<file path="config.mk">
export PLATFORM = sky130hd
export DESIGN_NAME = mcu_interrupt_unit
export DESIGN_NICKNAME = d
export VERILOG_FILES = /design/src/rtl/irq_pkg.sv /design/src/rtl/mcu_interrupt_unit.sv /design/src/rtl/ext_edge_detect.sv /design/src/rtl/context_buffer.sv
export SDC_FILE = /design/constraint.sdc
export NUM_CORES = 1
export LEC_CHECK = 0
export BUFFER_PORTS_ARGS = -buffer_cell sky130_fd_sc_hd__buf_2
export CELL_PAD_IN_SITES_DETAIL_PLACEMENT = 1
export CELL_PAD_IN_SITES_GLOBAL_PLACEMENT = 1
export CORE_MARGIN = 3
export CORE_UTILIZATION = 29
export DETAILED_ROUTE_END_ITERATION = 10
export HOLD_SLACK_MARGIN = 0.15
export PLACE_DENSITY = 0.86
export REMOVE_ABC_BUFFERS = 1
export SLEW_MARGIN = 5
export SYNTH_ARGS = -nofsm -noshare
export SYNTH_HDL_FRONTEND = slang
export SYNTH_SLANG_ARGS = --single-unit
</file>
<file path="constraint.sdc">
create_clock -name clk_sys -period 1.9 [get_ports clk_sys]
set_input_delay 0.19 -clock clk_sys [delete_from_list [all_inputs] [get_ports clk_sys]]
set_output_delay 0.19 -clock clk_sys [all_outputs]
set_load 0.05 [all_outputs]
</file>
<file path="src/rtl/irq_pkg.sv">
package irq_pkg;

  // Register width and the word index field of the Wishbone byte address.
  localparam int unsigned REG_W = 8;
  localparam int unsigned ADR_LSB = 2;
  localparam int unsigned ADR_MSB = 9;

  // Register indexes; the byte address is four times the index.
  localparam logic [7:0] IDX_EDGE = 8'hBF;
  localparam logic [7:0] IDX_STACK_AND_GLOBAL_ENABLE = 8'hDF;
  localparam logic [7:0] IDX_IRQ_REQ = 8'hC8;
  localparam logic [7:0] IDX_IRQ_EN = 8'hC9;
  localparam logic [7:0] IDX_STATUS = 8'hF0;

  // Field positions in the enable and request registers, then the stack, edge and status registers.
  localparam int unsigned EXT_BIT = 0;
  localparam int unsigned T0_BIT = 4;
  localparam int unsigned TC0_BIT = 5;
  localparam int unsigned GIE_BIT = 7;
  localparam int unsigned STK_LO = 0;
  localparam int unsigned EDGE_LO = 3;
  localparam int unsigned ST_SERVICE = 0;
  localparam int unsigned ST_WAKE = 1;

  // Implemented-bit masks; other bits read as zero.
  localparam logic [7:0] IRQ_MASK = 8'h31;
  localparam logic [7:0] STACK_AND_GLOBAL_ENABLE_MASK = 8'h83;
  localparam logic [7:0] EDGE_MASK = 8'h18;

  // Reset values.
  localparam logic [7:0] STACK_AND_GLOBAL_ENABLE_RST = 8'h03;
  localparam logic [7:0] EDGE_RST = 8'h10;

  // Processor flag bits that the context buffer never touches.
  localparam logic [7:0] PROC_FLAGS_KEEP_MASK = 8'hC0;

  // Program counter width and the common interrupt vector.
  localparam int unsigned PC_W = 12;
  localparam logic [PC_W-1:0] VECTOR_ADDR = 12'h008;

  // External edge selection codes.
  typedef enum logic [1:0] {
    EDGE_RSVD = 2'b00,
    EDGE_RISE = 2'b01,
    EDGE_FALL = 2'b10,
    EDGE_BOTH = 2'b11
  } edge_sel_e;

  // Service state of the interrupt unit.
  typedef enum logic {
    SVC_IDLE = 1'b0,
    SVC_ACTIVE = 1'b1
  } svc_state_e;

  // Signals from the core sequencer and the timers.
  typedef struct packed {
    logic instr_boundary;
    logic save_ctx;
    logic restore_ctx;
    logic irq_return;
    logic powerdown;
    logic timer0_ovf;
    logic tc0_ovf;
    logic [REG_W-1:0] accumulator;
    logic [REG_W-1:0] proc_flags;
  } core_in_s;

  // Signals back to the core sequencer.
  typedef struct packed {
    logic vector_take;
    logic [PC_W-1:0] vector_pc;
    logic ret_take;
    logic in_service;
    logic wake_pending;
    logic restore_valid;
    logic [REG_W-1:0] acc_restore;
    logic [REG_W-1:0] flags_restore;
  } core_out_s;

endpackage : irq_pkg

</file>
<file path="src/rtl/mcu_interrupt_unit.sv">
// The Wishbone interface to the registers was chosen for this implementation.
`timescale 1ns/1ps
// Overview of operation
// - No request accepted while global enable clear.
// - Accept: jump to vector 8, stack deepens.
// - Global enable readable, writable; one permits service.
// - Save/restore copies accumulator and flags.
// - Single buffer level; timeout, powerdown bits untouched.
// - External edge sets its flag regardless.
// - Enabled external edge vectors to address 8.
// - Power-down wake edge latched, serviced first.
// - Edge select: reserved, rise, fall, both.
// - Timer 0 overflow sets its flag always.
// - Timer 0 vectors only when enabled.
// - Timer/counter 0 overflow sets its flag always.
// - Disabled timer/counter overflow never vectors later.
// - Entry clears global enable; exit sets it.
// - Return instruction ends service.
// - Bits: external 0, timer 4, timer/counter 5.
module mcu_interrupt_unit (
  input wire logic clk_sys,
  input wire logic sys_rst,
  // Classic Wishbone slave.
  input wire logic wb_cyc_i,
  input wire logic wb_stb_i,
  input wire logic wb_we_i,
  input wire logic [31:0] wb_adr_i,
  input wire logic [3:0] wb_sel_i,
  input wire logic [31:0] wb_dat_i,
  output logic [31:0] wb_dat_o,
  output logic wb_ack_o,
  // External interrupt line, sampled on clk_sys.
  input wire logic ext_irq_line,
  // Core sequencer and timers.
  input wire irq_pkg::core_in_s core_in,
  output irq_pkg::core_out_s core_out
);
  import irq_pkg::*;

  // Register index match, used by both the read and the write path.
  function automatic logic idx_hit(input logic [31:0] adr, input logic [7:0] idx);
    idx_hit = (adr[ADR_MSB:ADR_LSB] == idx) && (adr[ADR_LSB-1:0] == '0);
  endfunction : idx_hit

  // Software-visible state.
  logic [REG_W-1:0] stack_and_global_enable_reg, stack_and_global_enable_next; // Global enable and stack level.
  logic [REG_W-1:0] edge_reg, edge_next; // Edge selection field.
  logic [REG_W-1:0] ien_reg, ien_next; // Per-source enables.
  logic [REG_W-1:0] irq_reg, irq_next; // Per-source request flags.
  // Internal service state.
  svc_state_e state_reg, state_next;
  logic tc0_armed_reg, tc0_armed_next; // Timer/counter overflow seen while enabled.
  logic wake_reg, wake_next; // Wake-up edge latch.
  logic vtake_reg, vtake_next; // Vector entry pulse.
  logic ret_reg, ret_next; // Service exit pulse.
  // Bus answer.
  logic ack_reg, ack_next;
  logic [31:0] dat_reg, dat_next;

  logic ext_edge; // Qualifying edge this cycle.
  logic wr_stb; // Bus write taken this cycle.
  logic req_any; // Some enabled source or the wake latch is pending.
  logic ctx_valid;
  logic [REG_W-1:0] ctx_acc;
  logic [REG_W-1:0] ctx_flags;

  // Detects the selected edge on the external line.
  ext_edge_detect u_edge (
    .clk_sys(clk_sys),
    .sys_rst(sys_rst),
    .line_in(ext_irq_line),
    .edge_sel(edge_sel_e'(edge_reg[EDGE_LO +: 2])),
    .edge_pulse(ext_edge)
  );

  // Holds one level of accumulator and flag context.
  context_buffer u_ctx (
    .clk_sys(clk_sys),
    .sys_rst(sys_rst),
    .save_ctx(core_in.save_ctx),
    .restore_ctx(core_in.restore_ctx),
    .acc_in(core_in.accumulator),
    .flags_in(core_in.proc_flags),
    .restore_valid(ctx_valid),
    .acc_out(ctx_acc),
    .flags_out(ctx_flags)
  );

  // Bus write strobe: taken in the request cycle, before the ack is raised, low byte lane only.
  assign wr_stb = wb_cyc_i & wb_stb_i & ~ack_reg & wb_we_i & wb_sel_i[0];

  // Answers every access one cycle after the request, mapped or not.
  always_comb begin
    ack_next = wb_cyc_i & wb_stb_i & ~ack_reg;
    dat_next = dat_reg;
    if (wb_cyc_i & wb_stb_i & ~ack_reg & ~wb_we_i) begin
      dat_next = '0; // Unmapped indexes read zero.
      if (idx_hit(wb_adr_i, IDX_STACK_AND_GLOBAL_ENABLE)) begin
        dat_next[REG_W-1:0] = stack_and_global_enable_reg & STACK_AND_GLOBAL_ENABLE_MASK;
      end else if (idx_hit(wb_adr_i, IDX_EDGE)) begin
        dat_next[REG_W-1:0] = edge_reg & EDGE_MASK;
      end else if (idx_hit(wb_adr_i, IDX_IRQ_EN)) begin
        dat_next[REG_W-1:0] = ien_reg & IRQ_MASK;
      end else if (idx_hit(wb_adr_i, IDX_IRQ_REQ)) begin
        dat_next[REG_W-1:0] = irq_reg & IRQ_MASK;
      end else if (idx_hit(wb_adr_i, IDX_STATUS)) begin
        dat_next[ST_SERVICE] = (state_reg == SVC_ACTIVE);
        dat_next[ST_WAKE] = wake_reg;
      end
    end
  end

  // External and timer 0 count as pending with flag and enable set; timer/counter when armed, wake whenever latched.
  always_comb begin
    req_any = (irq_reg[EXT_BIT] & ien_reg[EXT_BIT])
      | (irq_reg[T0_BIT] & ien_reg[T0_BIT])
      | tc0_armed_reg
      | wake_reg;
  end

  // Computes the next register, flag and service state.
  always_comb begin
    stack_and_global_enable_next = stack_and_global_enable_reg;
    edge_next = edge_reg;
    ien_next = ien_reg;
    irq_next = irq_reg;
    state_next = state_reg;
    tc0_armed_next = tc0_armed_reg;
    wake_next = wake_reg;
    vtake_next = 1'b0;
    ret_next = 1'b0;
    // Software writes come first so that hardware events below win.
    if (wr_stb) begin
      if (idx_hit(wb_adr_i, IDX_STACK_AND_GLOBAL_ENABLE)) begin
        stack_and_global_enable_next = wb_dat_i[REG_W-1:0] & STACK_AND_GLOBAL_ENABLE_MASK;
      end
      if (idx_hit(wb_adr_i, IDX_EDGE)) begin
        edge_next = wb_dat_i[REG_W-1:0] & EDGE_MASK;
      end
      if (idx_hit(wb_adr_i, IDX_IRQ_EN)) begin
        ien_next = wb_dat_i[REG_W-1:0] & IRQ_MASK;
      end
      if (idx_hit(wb_adr_i, IDX_IRQ_REQ)) begin
        irq_next = wb_dat_i[REG_W-1:0] & IRQ_MASK;
      end
    end
    // Events set flags whatever the enables say; a set beats a clear.
    if (ext_edge) begin
      irq_next[EXT_BIT] = 1'b1;
    end
    if (core_in.timer0_ovf) begin
      irq_next[T0_BIT] = 1'b1;
    end
    if (core_in.tc0_ovf) begin
      irq_next[TC0_BIT] = 1'b1;
    end
    // Timer/counter overflow arms service only if enabled at the event.
    if (!irq_next[TC0_BIT]) begin
      tc0_armed_next = 1'b0;
    end
    if (core_in.tc0_ovf && ien_reg[TC0_BIT]) begin
      tc0_armed_next = 1'b1;
    end
    // A matching edge during power-down is kept until serviced.
    if (core_in.powerdown && ext_edge) begin
      wake_next = 1'b1;
    end
    case (state_reg)
      SVC_IDLE: begin
        // One shared vector, taken at a boundary with the global enable set.
        if (core_in.instr_boundary && stack_and_global_enable_reg[GIE_BIT] && req_any) begin
          state_next = SVC_ACTIVE;
          vtake_next = 1'b1;
          stack_and_global_enable_next[GIE_BIT] = 1'b0;
          stack_and_global_enable_next[STK_LO +: 2] = stack_and_global_enable_reg[STK_LO +: 2] - 2'h1;
          tc0_armed_next = 1'b0;
          wake_next = 1'b0;
        end
      end
      SVC_ACTIVE: begin
        // The return instruction ends service and reopens the global enable.
        if (core_in.irq_return) begin
          state_next = SVC_IDLE;
          ret_next = 1'b1;
          stack_and_global_enable_next[GIE_BIT] = 1'b1;
          stack_and_global_enable_next[STK_LO +: 2] = stack_and_global_enable_reg[STK_LO +: 2] + 2'h1;
        end
      end
      default: begin
        state_next = SVC_IDLE;
      end
    endcase
  end

  // Registers the bus answer.
  always_ff @(posedge clk_sys or posedge sys_rst) begin
    if (sys_rst) begin
      ack_reg <= 1'b0;
      dat_reg <= '0;
    end else begin
      ack_reg <= ack_next;
      dat_reg <= dat_next;
    end
  end

  // Registers control, flags and service state.
  always_ff @(posedge clk_sys or posedge sys_rst) begin
    if (sys_rst) begin
      stack_and_global_enable_reg <= STACK_AND_GLOBAL_ENABLE_RST;
      edge_reg <= EDGE_RST;
      ien_reg <= '0;
      irq_reg <= '0;
      state_reg <= SVC_IDLE;
      tc0_armed_reg <= 1'b0;
      wake_reg <= 1'b0;
      vtake_reg <= 1'b0;
      ret_reg <= 1'b0;
    end else begin
      stack_and_global_enable_reg <= stack_and_global_enable_next;
      edge_reg <= edge_next;
      ien_reg <= ien_next;
      irq_reg <= irq_next;
      state_reg <= state_next;
      tc0_armed_reg <= tc0_armed_next;
      wake_reg <= wake_next;
      vtake_reg <= vtake_next;
      ret_reg <= ret_next;
    end
  end

  // Every output field is a flip-flop or a constant.
  assign wb_ack_o = ack_reg;
  assign wb_dat_o = dat_reg;
  assign core_out.vector_take = vtake_reg;
  assign core_out.vector_pc = VECTOR_ADDR;
  assign core_out.ret_take = ret_reg;
  assign core_out.in_service = (state_reg == SVC_ACTIVE);
  assign core_out.wake_pending = wake_reg;
  assign core_out.restore_valid = ctx_valid;
  assign core_out.acc_restore = ctx_acc;
  assign core_out.flags_restore = ctx_flags;

endmodule : mcu_interrupt_unit

</file>
<file path="src/rtl/ext_edge_detect.sv">
`timescale 1ns/1ps
// Turns the sampled external line into a one-cycle qualifying-edge pulse.
module ext_edge_detect (
  input wire logic clk_sys,
  input wire logic sys_rst,
  input wire logic line_in,
  input wire irq_pkg::edge_sel_e edge_sel,
  output logic edge_pulse
);
  import irq_pkg::*;

  logic prev_reg; // Line level one cycle ago.
  logic prev_next;
  logic rise; // Low to high this cycle.
  logic fall; // High to low this cycle.
  logic hit; // Edge matches the selection.

  // Compares the line with its last level and applies the edge selection.
  always_comb begin
    prev_next = line_in;
    rise = line_in & ~prev_reg;
    fall = ~line_in & prev_reg;
    case (edge_sel)
      EDGE_RISE: hit = rise;
      EDGE_FALL: hit = fall;
      EDGE_BOTH: hit = rise | fall;
      default: hit = 1'b0; // Reserved code detects nothing.
    endcase
  end

  // Registers the line level; it resets low so a line high after reset reads as a rising edge.
  always_ff @(posedge clk_sys or posedge sys_rst) begin
    if (sys_rst) begin
      prev_reg <= 1'b0;
    end else begin
      prev_reg <= prev_next;
    end
  end

  assign edge_pulse = hit;

endmodule : ext_edge_detect

</file>
<file path="src/rtl/context_buffer.sv">
`timescale 1ns/1ps
// One-level save and restore buffer for the accumulator and processor flags.
module context_buffer (
  input wire logic clk_sys,
  input wire logic sys_rst,
  input wire logic save_ctx,
  input wire logic restore_ctx,
  input wire logic [irq_pkg::REG_W-1:0] acc_in,
  input wire logic [irq_pkg::REG_W-1:0] flags_in,
  output logic restore_valid,
  output logic [irq_pkg::REG_W-1:0] acc_out,
  output logic [irq_pkg::REG_W-1:0] flags_out
);
  import irq_pkg::*;

  logic [REG_W-1:0] acc_buf_reg, acc_buf_next; // Saved accumulator.
  logic [REG_W-1:0] flg_buf_reg, flg_buf_next; // Saved flags.
  logic valid_reg, valid_next; // Restore strobe to the core.
  logic [REG_W-1:0] acc_out_reg, acc_out_next;
  logic [REG_W-1:0] flg_out_reg, flg_out_next;

  // A save overwrites the single slot; a restore hands it back.
  always_comb begin
    acc_buf_next = acc_buf_reg;
    flg_buf_next = flg_buf_reg;
    valid_next = 1'b0;
    acc_out_next = acc_out_reg;
    flg_out_next = flg_out_reg;
    if (save_ctx) begin
      acc_buf_next = acc_in;
      flg_buf_next = flags_in & ~PROC_FLAGS_KEEP_MASK;
    end
    if (restore_ctx) begin
      valid_next = 1'b1;
      acc_out_next = acc_buf_reg;
      // Timeout and power-down bits pass through from the live flags.
      flg_out_next = (flg_buf_reg & ~PROC_FLAGS_KEEP_MASK) | (flags_in & PROC_FLAGS_KEEP_MASK);
    end
  end

  // Registers the buffer and the restore outputs.
  always_ff @(posedge clk_sys or posedge sys_rst) begin
    if (sys_rst) begin
      acc_buf_reg <= '0;
      flg_buf_reg <= '0;
      valid_reg <= 1'b0;
      acc_out_reg <= '0;
      flg_out_reg <= '0;
    end else begin
      acc_buf_reg <= acc_buf_next;
      flg_buf_reg <= flg_buf_next;
      valid_reg <= valid_next;
      acc_out_reg <= acc_out_next;
      flg_out_reg <= flg_out_next;
    end
  end

  assign restore_valid = valid_reg;
  assign acc_out = acc_out_reg;
  assign flags_out = flg_out_reg;

endmodule : context_buffer

</file>
# Word level (Yosys, flattened, before mapping)
# Cells that the tools add are included.
[word_totals]
ramBits = 0
word_cells = 100
reg_bits = 57
input_bits = 97
n_memories = 0
output_inout_bits = 66
latch_bits = 0
mem_bits_ro = 0
[op_classes]
multipliers = 0
div_mod_pow = 0
n_reduce_logical = 18
add_sub_neg = 2
bitwise = 19
shifts = 0
muxes = 34
n_eq_ne = 8
magnitude_cmp = 0
[ops]
columns = ["cell", "n"]
rows = [
  ["equality test 8 bit (second input constant)", 5],
  ["2-to-1 mux 6 bit", 4],
  ["2-to-1 mux 8 bit", 3],
  ["2-to-1 mux 1 bit", 18],
  ["AND 1 bit", 9],
  ["logical AND 1 bit", 9],
  ["2-to-1 mux 2 bit", 4],
  ["bitwise OR 6 x 8 -> 8 bit", 1],
  ["AND reduction 2 bit", 4],
  ["nonzero test 2 bit", 4],
  ["NOT 1 bit", 5],
  ["equality test 2 bit (second input constant)", 2],
  ["2-to-1 mux 4 bit", 1],
  ["bitwise OR 1 bit", 4],
  ["case mux 1 bit (2 select lines)", 2],
  ["case mux 2 bit (2 select lines)", 1],
  ["case mux 1 bit (3 select lines)", 1],
  ["adder 2 x 1 -> 2 bit (second input constant)", 1],
  ["equality test 2 x 1 -> 1 bit (second input constant)", 1],
  ["zero test 2 bit", 1],
  ["subtractor 2 x 1 -> 2 bit (second input constant)", 1],
]

# Logic depth before layout (Yosys ltp)
[depth]
word_depth = 10
depth_mapped = 7
mapped_depth_nobuf = 7

# Modules after synthesis
# Synthesis repeated with hierarchy kept, for this count alone.
[unflattened]
cells_unflattened = 235
hier_area_um2 = 2855.2
[by_module_without_submodules]
columns = ["module", "cells_per_inst", "n_inst", "area_per_inst_um2", "seq_area_each_um2"]
rows = [
  ["mcu_interrupt_unit", 159, 1, 1570.3, 579.3],
  ["context_buffer", 65, 1, 1197.4, 775.7],
  ["ext_edge_detect", 11, 1, 87.6, 25.0],
]

# Least setup slack after synthesis
# No wires, ideal clock.
[synth_timing]
path_type = "register to register"
start = "reg ack_reg (netlist: wb_ack_o)"
end = "reg stack_and_global_enable_reg[1]"
period_less_slack_ps = 1997
n_path_buf = 0
required_time_ps = 1812
arrival_time_ps = 1909
path_stages_with_launch = 6
slack_ps = -97
setup_ps = 88
cell_sequence = "dfrtp_1 nand3b_1 or4_4 nor2_4 o41ai_1 or3_1"
[synth_between]
elab_chain_len = 7
word_cells_on_any_way = 8
classes_between = "4 x mux; 4 x bitwise"
[synth_rtl]
columns = ["item", "line_no", "rtl"]
rows = [
  ["start: declaration", "mcu_interrupt_unit.sv:57", "logic ack_reg, ack_next;"],
  ["start signal: assignment", "mcu_interrupt_unit.sv:201", "ack_reg <= ack_next;"],
  ["NOT 1 bit *", "mcu_interrupt_unit.sv:90", "assign wr_stb = wb_cyc_i & wb_stb_i & ~ack_reg & wb_we_i & wb_sel_i[0];"],
  ["AND 1 bit * (3 in series)", "mcu_interrupt_unit.sv:90", ""],
  ["2-to-1 mux 8 bit *", "mcu_interrupt_unit.sv:133", "if (wr_stb) begin"],
  ["2-to-1 mux 2 bit (on tied branches)", "mcu_interrupt_unit.sv:182, mcu_interrupt_unit.sv:171", ""],
  ["case mux 2 bit (2 select lines) *", "mcu_interrupt_unit.sv:168", "case (state_reg)"],
  ["net stack_and_global_enable_next[1]", "mcu_interrupt_unit.sv:46", "logic [REG_W-1:0] stack_and_global_enable_reg, stack_and_global_enable_next;"],
  ["end signal: assignment", "mcu_interrupt_unit.sv:219", "stack_and_global_enable_reg <= stack_and_global_enable_next;"],
  ["end: declaration", "mcu_interrupt_unit.sv:46", ""],
]
# The timed path passes the listed nets; every way through them passes the cells marked *.
# A chain may end at the register's enable or synchronous reset.

# Worst setup path in the final report
# Ends and elaborated chain as after synthesis.

==> reports/results.tsv <==
stage	metric	value	unit
power	powerDensity	796.6	nW/µm²
floorplan	dieWidth	103.6	µm
timing	worstMarginPinSlew	635.9	ps
placed_design	port_buffers	73	
grt	met2_usage	24.63	%
routing	drc	0	
timing	rsz0062_at_grt	no	
timing	slew_viol_final	0	
placed_design	hpwlAfterDp	5.117	mm
grt	antenna_found_initial	0	
routing	wl_per_cell	14.97	µm
final_layout	final_layout_size_suffix_gt1_share	39.12	%
yosys	yosysWarnings	0	
floorplan	io-pin-count	163	
hold_path	worstHoldStart	wb_dat_i[0]	
routing	vias_per_cell	4.371	
timing	hold_violations	0	
yosys	syn_avg_cell_area	11.56	µm²
timing	clock_skew	12.34	ps
yosys	synth-seq-area-share	49.95	%
setup_path	crit_slowest_cell	or4_4	
routing	drtIter0Drc	29	
final_layout	fin_nets	438	
final_layout	diodes	0	
grt	grt_overflow_total	0	
hold_path	min_path_type	in -> reg	
grt	grt_use_met3	3.483	%
timing	max_freq	0.5603	GHz
setup_path	worstPathCellList	nand3b_1, or4_4, nor2_4, o41ai_1, or3_1	
setup_path	crit_path_end_kind	flop	
clock_network	clk_path_buf_depth	2	
final_layout	mostFrequentLayoutCells	buf_2 (73), dfrtp_1 (52), conb_1 (38)	
power	leakagePower	0.001715	µW
clock_network	clk_pin_slew_worst_paths	100	ps
grt	grt_pass1_vias	2192	
setup_path	max_stage_delay	590	ps
floorplan	core_area	8976	µm²
clock_network	cts.sinks	55	
clock_network	cts_buffers	5	
routing	routed_wirelength	6.976	mm
clock_network	cts_tree	done	
setup_path	worstSetupPathType	reg -> reg	
clock_network	clock_latency	310	ps
grt	grt_start_max_net_pins	31	
yosys	ys_types	45	
yosys	synth_area	2763	µm²
final_layout	utilization	39.09	%
clock_network	cts_root_buf	clkbuf_8	
floorplan	dieArea	10730	µm²
final_layout	postLayoutCellArea	3508	µm²
timing	fin_crit	1785	ps
grt	grt_util_all_layers	12.96	%
power	worst_ir_drop_vdd	0.0002665	V
setup_path	cp-start-kind	flop	
outcome	outcome	finished, final reports clean	
clock_network	ctsHtreeMaxLevel	2	
timing	finalCritPeriodShare	93.94	%
routing	vias	2037	
clock_network	cts_setup_buffers	0	
yosys	ys.flop_type	dfrtp_1	
setup_path	r2r_start	wb_ack_o$_DFF_PP0_	
placed_design	gp_congestion	0.7820	
final_layout	final_common_cell	buf_2	
grt	grt_busiest_layer	met2	
final_layout	syn2layout_area_growth	26.99	%
routing	dr.pass1.iters	4	
setup_path	worstSetupStartpoint	wb_ack_o$_DFF_PP0_	
grt	global_route.usage.met1	14.21	%
floorplan	initial_utilization	30.78	%
floorplan	rows	34	
yosys	synthArstFlopShare	100.0	%
power	total_power	2795	µW
routing	ant_nets	0	
timing	finalSetupViolCount	0	
grt	grt_pass1_wl	11.25	mm
yosys	synth_seq_cells	55	
yosys	netlist_instances	239	
timing	max_slew_margin	57.54	%
placed_design	place_area	3132	µm²
setup_path	path_max_fanout	3	
floorplan	die_y	103.6	µm
setup_path	timing.critical_path.arrival	2020	ps
yosys	synth-edff-count	0	
job	maxCapViolCount	0	
setup_path	required	2140	ps
==> worst paths after layout <==
check	to	slack [ps]	depth (start not counted)
max	stack_and_global_enable_reg[1]$_DFF_PP1_	120	5
min	stack_and_global_enable_reg[0]$_DFF_PP1_	170	3
max reg2reg	stack_and_global_enable_reg[1]$_DFF_PP1_	120	5
min reg2reg	wb_dat_o[3]$_DFFE_PP0P_	470	2
max in group asynchronous	edge_reg[4]$_DFFE_PP1P_	750	4
min in group asynchronous	u_ctx.restore_valid$_DFF_PP0_	500	3
==> kinds of logic (layout without fill, tap and decap cells) <==
kind of cell	Yosys count	after routing	share of synthesized area [%]
DFF	55	55	49.95
AOI/OAI and AO/OA	26	26	6.657
adders and majority gates	2	2	0.9057
muxes	38	38	15.31
other	2	38	0.2718
buffers and inverters	62	127	14.58
and+or+nand+nor	54	54	12.32
==> per-layer routing <==
| metal | wire (µm) | part of all wire [%] |
|---|---|---|
| met5 | 0 | 0 |
| met4 | 63 | 0.90 |
| met3 | 470 | 6.7 |
| met2 | 3668 | 53 |
| met1 | 2773 | 40 |
==> per-stage QoR <==
step	hold WS, ps	worst slack, ps	instances	TNS (ps)
4_1_cts	153.6	109.0	466	0
3_5_place_dp	318.0	66.39	432	0
5_1_grt	162.0	35.83	466	0
2_1_floorplan	221.4	-97.06	226	-97.06
3_3_place_gp	302.0	121.9	432	0
6_report	166.1	115.2	466	0
==> cell usage after synthesis, types with 2 or more instances <==
master    count  area (µm²)
a211o_1       2       17.52
a211oi_1      2       15.01
a21oi_1       5       25.02
a31oi_1       2       12.51
buf_4        44       330.3
clkbuf_1      4       15.01
conb_1        2       7.510
dfrtp_1      52        1301
dfstp_2       3       78.83
ha_1          2       25.02
inv_1        13       48.80
mux2_2       34       382.9
mux2i_1       4       40.04
nand2_1      14       52.55
nand2b_1      2       12.51
nand3_1       7       35.03
nand4b_1      3       26.28
nor2_1        9       33.78
nor2b_1       2       12.51
nor4_1        2       12.51
o21ai_0       5       25.02
o31ai_1       2       15.01
or3_1         2       12.51
==> where the power goes <==
part	internal [µW]	switching [µW]	total, µW	leakage, µW
sequential	1260	47.6	1310	0.000672
clock	399	379	778	0.0000558
combinational	197	512	709	0.000988
total	1860	939	2790	0.00172
==> area by class of cell <==
| cell class | instances | area, µm² |
|---|---|---|
| inverters | 13 | 48.80 |
| clock inverters | 2 | 38.79 |
| repair buffers | 106 | 690.7 |
| well taps | 126 | 157.7 |
| flip-flops and latches | 55 | 1380 |
| clock buffers | 6 | 72.57 |
| multi-input cells | 158 | 1120 |
| fillers | 1029 | 5468 |
==> worst max-delay path, delay by kind of cell, from the launching register on <==
family           cells  cell delay [ps]
flip-flops           1              390
AND/OR/NAND/NOR      4             1260
AO/OA/AOI/OAI        1               70
==> what timing repair did <==
item,in CTS,in global routing
endpoints found under the setup margin,0,1
hold buffers,26,0
gates resized for setup,0,1
hold endpoints to repair,55,0
Power figures use the tool's default switching activity.
